## config.mk

```make
export PLATFORM = sky130hd
export DESIGN_NAME = host_port
export DESIGN_NICKNAME = d
export VERILOG_FILES = /design/src/host_port.v
export VERILOG_INCLUDE_DIRS = /design/src
export SDC_FILE = /design/constraint.sdc
export NUM_CORES = 1
export LEC_CHECK = 0
export ABC_AREA = 0
export BUFFER_PORTS_ARGS = -buffer_cell sky130_fd_sc_hd__buf_2
export CELL_PAD_IN_SITES_DETAIL_PLACEMENT = 1
export CELL_PAD_IN_SITES_GLOBAL_PLACEMENT = 1
export CORE_MARGIN = 2
export CORE_UTILIZATION = 35
export DETAILED_ROUTE_END_ITERATION = 6
export GPL_ROUTABILITY_DRIVEN = 0
export PLACE_DENSITY = 0.74
export SYNTH_ARGS = -nofsm -noshare
export SYNTH_HDL_FRONTEND = slang
export SYNTH_SLANG_ARGS = --single-unit
```

## constraint.sdc

```tcl
create_clock -name clk -period 2.4 [get_ports clk]
set_input_delay 0.24 -clock clk [delete_from_list [all_inputs] [get_ports clk]]
set_output_delay 0.24 -clock clk [all_outputs]
set_load 0.05 [all_outputs]
```

## src/host_port_consts.vh

```
`ifndef HOST_PORT_CONSTS_VH
`define HOST_PORT_CONSTS_VH
// register select codes {ctrl_data_sel, chan_sel}
`define RSEL_CTRL_B 2'h0
`define RSEL_CTRL_A 2'h1
`define RSEL_DATA_B 2'h2
`define RSEL_DATA_A 2'h3
// control register write: command field positions
`define CMD_LSB 3
`define CMD_MSB 5
`define CMD_NONE 3'h0
`define CMD_RESET_TX_PEND 3'h1
`define CMD_CLEAR_SERVICE 3'h2
`define CMD_CHAIN_DISABLE 3'h3
`define CMD_CHAIN_ENABLE 3'h4
`define CMD_CLEAR_ERROR 3'h5
`define CMD_CLEAR_STATUS 3'h6
// status bits read from control register
`define ST_RX_AVAIL 0
`define ST_TX_EMPTY 2
`define ST_PENDING 4
`define ST_SERVICE 5
`define ST_ERROR 6
`define ST_CHAIN_DIS 7
// interrupt enable bits in the control register write
`define IE_LSB 0
`define IE_MSB 2
// reset values
`define VECTOR_RST 8'h00
`define IE_RST 3'h0
`endif

```

## src/host_port.v

```verilog
`timescale 1ns/1ps
`include "host_port_consts.vh"
module host_port (
  input wire clk,
  input wire nrst,
  input wire chip_sel_n,
  input wire rd_n,
  input wire wr_n,
  input wire chan_sel,
  input wire ctrl_data_sel,
  input wire [7:0] data_in,
  output reg [7:0] data_out,
  output reg data_oe,
  input wire irq_acknowledge_n,
  output reg irq_n_out,
  output reg irq_n_oe,
  input wire chain_enable_in,
  output reg chain_enable_out,
  input wire tx_empty_evt,
  input wire rx_avail,
  input wire error_evt,
  input wire status_evt,
  input wire [7:0] rx_char,
  output reg rx_read_pulse,
  output reg [7:0] tx_data,
  output reg tx_write_pulse,
  output reg chip_reset_out
);

  // ****************************************
  // strobe synchronisers
  // ****************************************
  reg [1:0] rd_sync_r;
  reg [1:0] wr_sync_r;
  reg [1:0] ack_sync_r;
  reg rd_seen_r;
  reg wr_seen_r;
  wire rd_act;
  wire wr_act;
  wire ack_act;
  wire rd_rise;
  wire wr_rise;
  wire both_act;

  // two flops per strobe, only stage two is used
  always @(posedge clk) begin
    if (!nrst) begin
      rd_sync_r <= 2'h0;
      wr_sync_r <= 2'h0;
      ack_sync_r <= 2'h0;
    end else begin
      rd_sync_r <= {rd_sync_r[0], ~rd_n};
      wr_sync_r <= {wr_sync_r[0], ~wr_n};
      ack_sync_r <= {ack_sync_r[0], ~irq_acknowledge_n};
    end
  end

  assign rd_act = rd_sync_r[1];
  assign wr_act = wr_sync_r[1];
  assign ack_act = ack_sync_r[1];
  assign both_act = rd_act & wr_act;
  assign rd_rise = rd_act & ~rd_seen_r & ~wr_act;
  assign wr_rise = wr_act & ~wr_seen_r & ~rd_act;

  // edge memory for single-action strobes
  always @(posedge clk) begin
    if (!nrst) begin
      rd_seen_r <= 1'b0;
      wr_seen_r <= 1'b0;
    end else begin
      rd_seen_r <= rd_act;
      wr_seen_r <= wr_act;
    end
  end

  // ****************************************
  // register select and control state
  // ****************************************
  wire [1:0] rsel;
  wire sel_ok;
  wire is_ctrl;
  wire [2:0] cmd;
  wire do_rd;
  wire do_wr;
  wire ack_rd;
  reg [7:0] vector_r;
  reg [2:0] ie_r;
  reg chain_dis_r;
  reg tx_pend_r;
  reg err_pend_r;
  reg st_pend_r;
  reg service_r;
  reg [2:0] ie_nxt;
  reg ack_seen_r;
  reg vec_won_r;
  reg tx_evt_hold_r;
  reg err_evt_hold_r;
  reg st_evt_hold_r;
  wire ctrl_wr;
  wire data_a_wr;
  wire cmd_tx_clr;
  wire cmd_srv_clr;
  wire cmd_chain_off;
  wire cmd_chain_on;
  wire cmd_err_clr;
  wire cmd_st_clr;
  wire ack_first;
  wire ack_win;
  wire tx_set;
  wire err_set;
  wire st_set;

  // register address from selects
  function [1:0] reg_index;
    input c_d;
    input a_b;
    begin
      reg_index = {c_d, a_b};
    end
  endfunction

  // command field match for one command code
  function cmd_is;
    input [2:0] code;
    input [2:0] want;
    begin
      cmd_is = (code == want);
    end
  endfunction

  assign rsel = reg_index(ctrl_data_sel, chan_sel);
  assign sel_ok = ~chip_sel_n;
  assign is_ctrl = ~rsel[1];
  assign cmd = data_in[`CMD_MSB:`CMD_LSB];
  assign do_rd = rd_rise & sel_ok & ~ack_act;
  assign do_wr = wr_rise & sel_ok & ~ack_act;
  assign ack_rd = ack_act & rd_act & ~wr_act;
  assign ack_first = ack_rd & ~ack_seen_r;

  // one strobe per command code on a control-register write
  assign ctrl_wr = do_wr & is_ctrl;
  assign data_a_wr = do_wr & (rsel == `RSEL_DATA_A);
  assign cmd_tx_clr = ctrl_wr & cmd_is(cmd, `CMD_RESET_TX_PEND);
  assign cmd_srv_clr = ctrl_wr & cmd_is(cmd, `CMD_CLEAR_SERVICE);
  assign cmd_chain_off = ctrl_wr & cmd_is(cmd, `CMD_CHAIN_DISABLE);
  assign cmd_chain_on = ctrl_wr & cmd_is(cmd, `CMD_CHAIN_ENABLE);
  assign cmd_err_clr = ctrl_wr & cmd_is(cmd, `CMD_CLEAR_ERROR);
  assign cmd_st_clr = ctrl_wr & cmd_is(cmd, `CMD_CLEAR_STATUS);

  // pending request, gated by enables
  wire rx_pend;
  wire any_pend;
  assign rx_pend = rx_avail & ie_r[1];
  assign any_pend = (tx_pend_r & ie_r[0]) | rx_pend |
                    ((err_pend_r | st_pend_r) & ie_r[2]);

  // events landing inside an acknowledge are parked, not lost
  assign tx_set = tx_empty_evt | tx_evt_hold_r;
  assign err_set = error_evt | err_evt_hold_r;
  assign st_set = status_evt | st_evt_hold_r;
  assign ack_win = ack_first & any_pend & chain_enable_in;

  // enable bits written from a control register write
  always @* begin
    ie_nxt = ie_r;
    if (do_wr && is_ctrl)
      ie_nxt = data_in[`IE_MSB:`IE_LSB];
  end

  // ****************************************
  // control registers, flags and commands
  // ****************************************
  always @(posedge clk) begin
    if (!nrst || both_act) begin
      vector_r <= `VECTOR_RST;
      ie_r <= `IE_RST;
      chain_dis_r <= 1'b0;
      tx_pend_r <= 1'b0;
      err_pend_r <= 1'b0;
      st_pend_r <= 1'b0;
      service_r <= 1'b0;
      tx_data <= 8'h00;
    end else begin
      ie_r <= ie_nxt;
      // vector written from channel b data select with ctrl_data_sel high
      if (do_wr && rsel == `RSEL_DATA_B)
        vector_r <= data_in;
      if (data_a_wr)
        tx_data <= data_in;
      // flags: events win over clears; frozen during acknowledge
      if (!ack_act) begin
        if (tx_set)
          tx_pend_r <= 1'b1;
        else if (data_a_wr || cmd_tx_clr)
          tx_pend_r <= 1'b0;
        if (err_set)
          err_pend_r <= 1'b1;
        else if (cmd_err_clr)
          err_pend_r <= 1'b0;
        if (st_set)
          st_pend_r <= 1'b1;
        else if (cmd_st_clr)
          st_pend_r <= 1'b0;
      end
      // under service: set by a won acknowledge, cleared by command, reset or both strobes
      if (ack_win)
        service_r <= 1'b1;
      else if (cmd_srv_clr)
        service_r <= 1'b0;
      if (cmd_chain_off)
        chain_dis_r <= 1'b1;
      else if (cmd_chain_on)
        chain_dis_r <= 1'b0;
    end
  end

  // ****************************************
  // data bus, interrupt and chain outputs
  // ****************************************
  reg [7:0] rd_mux;
  wire vec_ok;
  wire irq_req;
  // vector decided on the first acknowledge cycle, then held
  assign vec_ok = ack_rd & (ack_first ? ack_win : vec_won_r);
  assign irq_req = any_pend & ~service_r & chain_enable_in & ~both_act;

  // parked events and acknowledge history
  always @(posedge clk) begin
    if (!nrst || both_act) begin
      tx_evt_hold_r <= 1'b0;
      err_evt_hold_r <= 1'b0;
      st_evt_hold_r <= 1'b0;
      ack_seen_r <= 1'b0;
      vec_won_r <= 1'b0;
    end else begin
      tx_evt_hold_r <= ack_act & tx_set;
      err_evt_hold_r <= ack_act & err_set;
      st_evt_hold_r <= ack_act & st_set;
      ack_seen_r <= ack_rd;
      vec_won_r <= vec_ok;
    end
  end

  // read multiplexer
  always @* begin
    case (rsel)
      `RSEL_CTRL_A, `RSEL_CTRL_B: begin
        rd_mux = 8'h00;
        rd_mux[`ST_RX_AVAIL] = rx_avail;
        rd_mux[`ST_TX_EMPTY] = tx_pend_r;
        rd_mux[`ST_PENDING] = any_pend;
        rd_mux[`ST_SERVICE] = service_r;
        rd_mux[`ST_ERROR] = err_pend_r;
        rd_mux[`ST_CHAIN_DIS] = chain_dis_r;
      end
      `RSEL_DATA_A: rd_mux = rx_char;
      default: rd_mux = vector_r;
    endcase
  end

  // registered pin drivers
  always @(posedge clk) begin
    if (!nrst) begin
      data_out <= 8'h00;
      data_oe <= 1'b0;
      irq_n_out <= 1'b0;
      irq_n_oe <= 1'b0;
      chain_enable_out <= 1'b0;
      rx_read_pulse <= 1'b0;
      tx_write_pulse <= 1'b0;
      chip_reset_out <= 1'b0;
    end else begin
      chip_reset_out <= both_act;
      rx_read_pulse <= do_rd & (rsel == `RSEL_DATA_A);
      tx_write_pulse <= data_a_wr;
      if (ack_rd) begin
        data_out <= vector_r;
        data_oe <= vec_ok;
      end else if (rd_act && !wr_act && sel_ok) begin
        data_out <= rd_mux;
        data_oe <= 1'b1;
      end else begin
        data_oe <= 1'b0;
      end
      irq_n_out <= 1'b0;
      // a request may drop but never rise inside an acknowledge
      if (ack_act)
        irq_n_oe <= irq_n_oe & irq_req;
      else
        irq_n_oe <= irq_req;
      chain_enable_out <= chain_enable_in & ~service_r & ~chain_dis_r &
                          ~(ack_act & any_pend);
    end
  end

endmodule // host_port

```

==> summary.txt <==
Synth
  • Post-synthesis sequential area ratio: 0.512
  • Mean area per synthesized cell: 9.41 µm²
  • Cell type with the largest total area after synthesis: dfxtp_1
  • Synthesized Nets: 241
  • Count of flip-flops with a built-in enable after synthesis: 0
  • Instance count of the mapped netlist: 212
  • Syn Std Cell Area: 0.00200 mm²
  • Fraction of synthesized cell area taken by the top area cell type: 0.512
  • Number of warnings issued by yosys: 0
  • FFs w/ async S/R, synth: 0
  • #FFs+latches synth: 51
  • Predominant post-synthesis flop cell: dfxtp_1
  • Main area contributors after synthesis: dfxtp_1, mux2i_1, nor2_1
  • Number of distinct library cells after synthesis: 39

Clocking
  • # resized after CTS: 0
  • Clock latency on the worst-skew pair: 310 ps
  • Clk sinks: 51
  • Post-CTS Hold Fix Bufs: 0
  • Cell chosen for the clock root: clkbuf_8
  • Clock edge transition at the registers on the reported setup and hold paths: 100 ps
  • Buffers inserted by post-CTS timing repair: 0
  • Clock buffers created by TritonCTS: 5
  • Maximum level of the CTS H-tree: 2
  • TritonCTS clock tree: done
  • Number of buffers on the longest clock path: 2

Timing
  • Post-route setup TNS: 0 ps
  • Fin Clk Skew: 7.89 ps
  • Final Hold Fails: 0
  • Final-report setup violation count: 0
  • Slew at the pin closest to its max-slew limit: 507 ps
  • Part of the cycle the worst path needs: 0.882
  • RSZ-0062 raised after global routing: no
  • Final-report max-slew violation count: 0
  • Max Fclk: 472 MHz
  • Tmin final: 2120 ps
  • Slew Limit Headroom: 0.661

Routing
  • Top Metal Used: met4
  • Remaining antenna violation count after routing: 0
  • DRC violation count after routing: 0
  • Average wire per cell in the routed design: 15.3 µm
  • WL met1: 2360 µm
  • Initial drt markers: 72
  • Number of vias after detailed routing: 1691
  • Detailed route wirelength on metal3: 215 µm
  • Via-per-instance ratio: 5.06
  • Amount of wire on met2 after detailed routing: 2450 µm
  • Pre-Repair DR Iteration Count: 4
  • Detailed-route wire length: 5120 µm

Layout
  • Area grow syn2layout: 21.4%
  • Fill cell total of the finished layout: 665
  • Fraction of layout cells with a size suffix above 1: 0.271
  • Layout Utilization: 0.440
  • Layout net count: 290
  • Diode insertion count for antenna repair: 0

Floorplanning
  • Initial Util: 0.362
  • Number of placement rows: 27
  • Die area: 0.00632 mm²
  • Core ar.: 0.00551 mm²
  • Die span in x: 79.5 µm
  • Die Ht: 79.5 µm
  • Number of placed I/O pins: 52

Global route
  • Total congestion overflow: 0
  • Wire length of the first global-routing pass: 8220 µm
  • Total global routing track utilization: 0.170
  • Via count of the first global-routing pass: 1687
  • Initial antenna violation count: 0
  • Pin count of the biggest net entering global routing: 24

Placement
  • IO buf count: 50
  • Detailed placer's ending HPWL: 3850 µm

Power and ir drop
  • Clk pwr share: 0.372
  • IR drop worst, VDD: 0.000274 V
  • Net Switching: 0.404 mW
  • Share of power burned in registers: 0.539
  • Power density over cell area: 674 mW/mm²
  • Internal power contribution: 1.23 mW
  • Leakage power figure: 0.996 nW
  • Sw Ratio: 0.248
  • Power consumption: 1.63 mW
  • Combinational share of power: 0.089

Min path
  • Worst hold path depth: 2
  • Hold Path Class: input port to flop

Critical path
  • Worst reg2reg path depth: 5
  • CP Launch Type: flop
  • Largest fanout on the critical path: 11
  • Kind of critical path: flop to flop
  • Critical Path Sink Type: flop
  • Worst Path Arrival: 2310 ps
  • Required time worst endpoint: 2590 ps

Run
  • Maxcap violations: 0

Status
  • Run status: finished, final reports clean
==> per-layer routing <==
metal / vias up / GRT usage
met5: - / 0
met2: 45 / 0.276
met4: 0 / 0.0603
met1: 801 / 0.225
li1: 836 / -
met3: 9 / 0.0317
==> metrics by stage <==
step           setup WS, ps  hold WS, ps  area [µm²]  cells
3_5_place_dp            318          394        2310    326
3_3_place_gp            326          392        2310    326
5_1_grt                 136         62.3        2420    334
4_1_cts                 265         65.4        2420    334
2_1_floorplan           654          312        2000    212
6_report                282         68.1        2420    334
==> cell families (layout without fill, tap and decap cells) <==
family	Yosys count	in the layout	share of synthesized area
other	1	1	0.00188
muxes	19	19	0.0953
and+or+nand+nor	83	83	0.228
buffers and inverters	15	65	0.0339
DFF	51	51	0.512
AOI/OAI and AO/OA	43	43	0.130
==> final timing paths <==
kind	startpoint	end	slack, ps
max	ack_sync_r[1]	tx_data[5]	280
min	rd_n	rd_sync_r[0]	70
max reg2reg	ack_sync_r[1]	tx_data[5]	280
min reg2reg	rd_seen_r	rx_read_pulse	410
==> registers in the layout, indices dropped and copies added (netlist names), 2 cells and up <==
signal / cells
ack_sync_r: 2
data_out: 8
ie_r: 3
rd_sync_r: 2
tx_data: 8
vector_r: 8
wr_sync_r: 2
==> power by group through the flow <==
stage | Sequential (mW) | Combinational (mW) | Clock [mW]
5_1_grt | 0.883 | 0.159 | 0.657
3_5_place_dp | 0.899 | 0.146 | 0
3_3_place_gp | 0.898 | 0.144 | 0
6_report | 0.880 | 0.145 | 0.607
2_1_floorplan | 0.917 | 0.0681 | 0
4_1_cts | 0.880 | 0.147 | 0.618
==> final cells by class <==
cell class | count | area [µm²] | share of cell area
well taps | 72 | 90.1 | 0.0372
clock buffers | 5 | 68.8 | 0.0284
multi-input cells | 146 | 907 | 0.374
repair buffers | 54 | 280 | 0.116
inverters | 3 | 11.3 | 0.00465
clock inverters | 3 | 43.8 | 0.0181
flip-flops and latches | 51 | 1020 | 0.421
==> Yosys cell counts, drive strengths merged, types with 2 or more instances <==
cell type,number
a21oi,19
a22oi,2
a31o,2
and2,8
buf,7
clkbuf,5
dfxtp,51
inv,3
mux2i,19
nand2,10
nand2b,6
nand3,6
nand4b,2
nor2,30
nor2b,4
nor3,7
nor3b,2
o21ai,11
o32ai,2
or4b,2
==> cell usage in the layout (no fill, tap or decap), types with 2 or more instances in the layout <==
master / count
nor2b_1: 4
clkbuf_8: 5
nor3_1: 5
dfxtp_1: 51
a22oi_1: 2
a31o_2: 2
nor3b_1: 2
nand2b_1: 6
mux2i_1: 19
nor2_1: 30
inv_1: 3
o21ai_0: 11
o32ai_1: 2
nand2_1: 10
a21oi_1: 19
buf_4: 4
and2_1: 7
nand4b_1: 2
nand3_1: 6
buf_2: 50
nor3_4: 2
==> worst max-delay path: stages (launching register included) <==
cell	delay (ps)
dfxtp_1	420
or4b_1	700
nor3_1	380
buf_4	240
mux2i_1	200
nor2_1	60
Power figures use the tool's default switching activity.
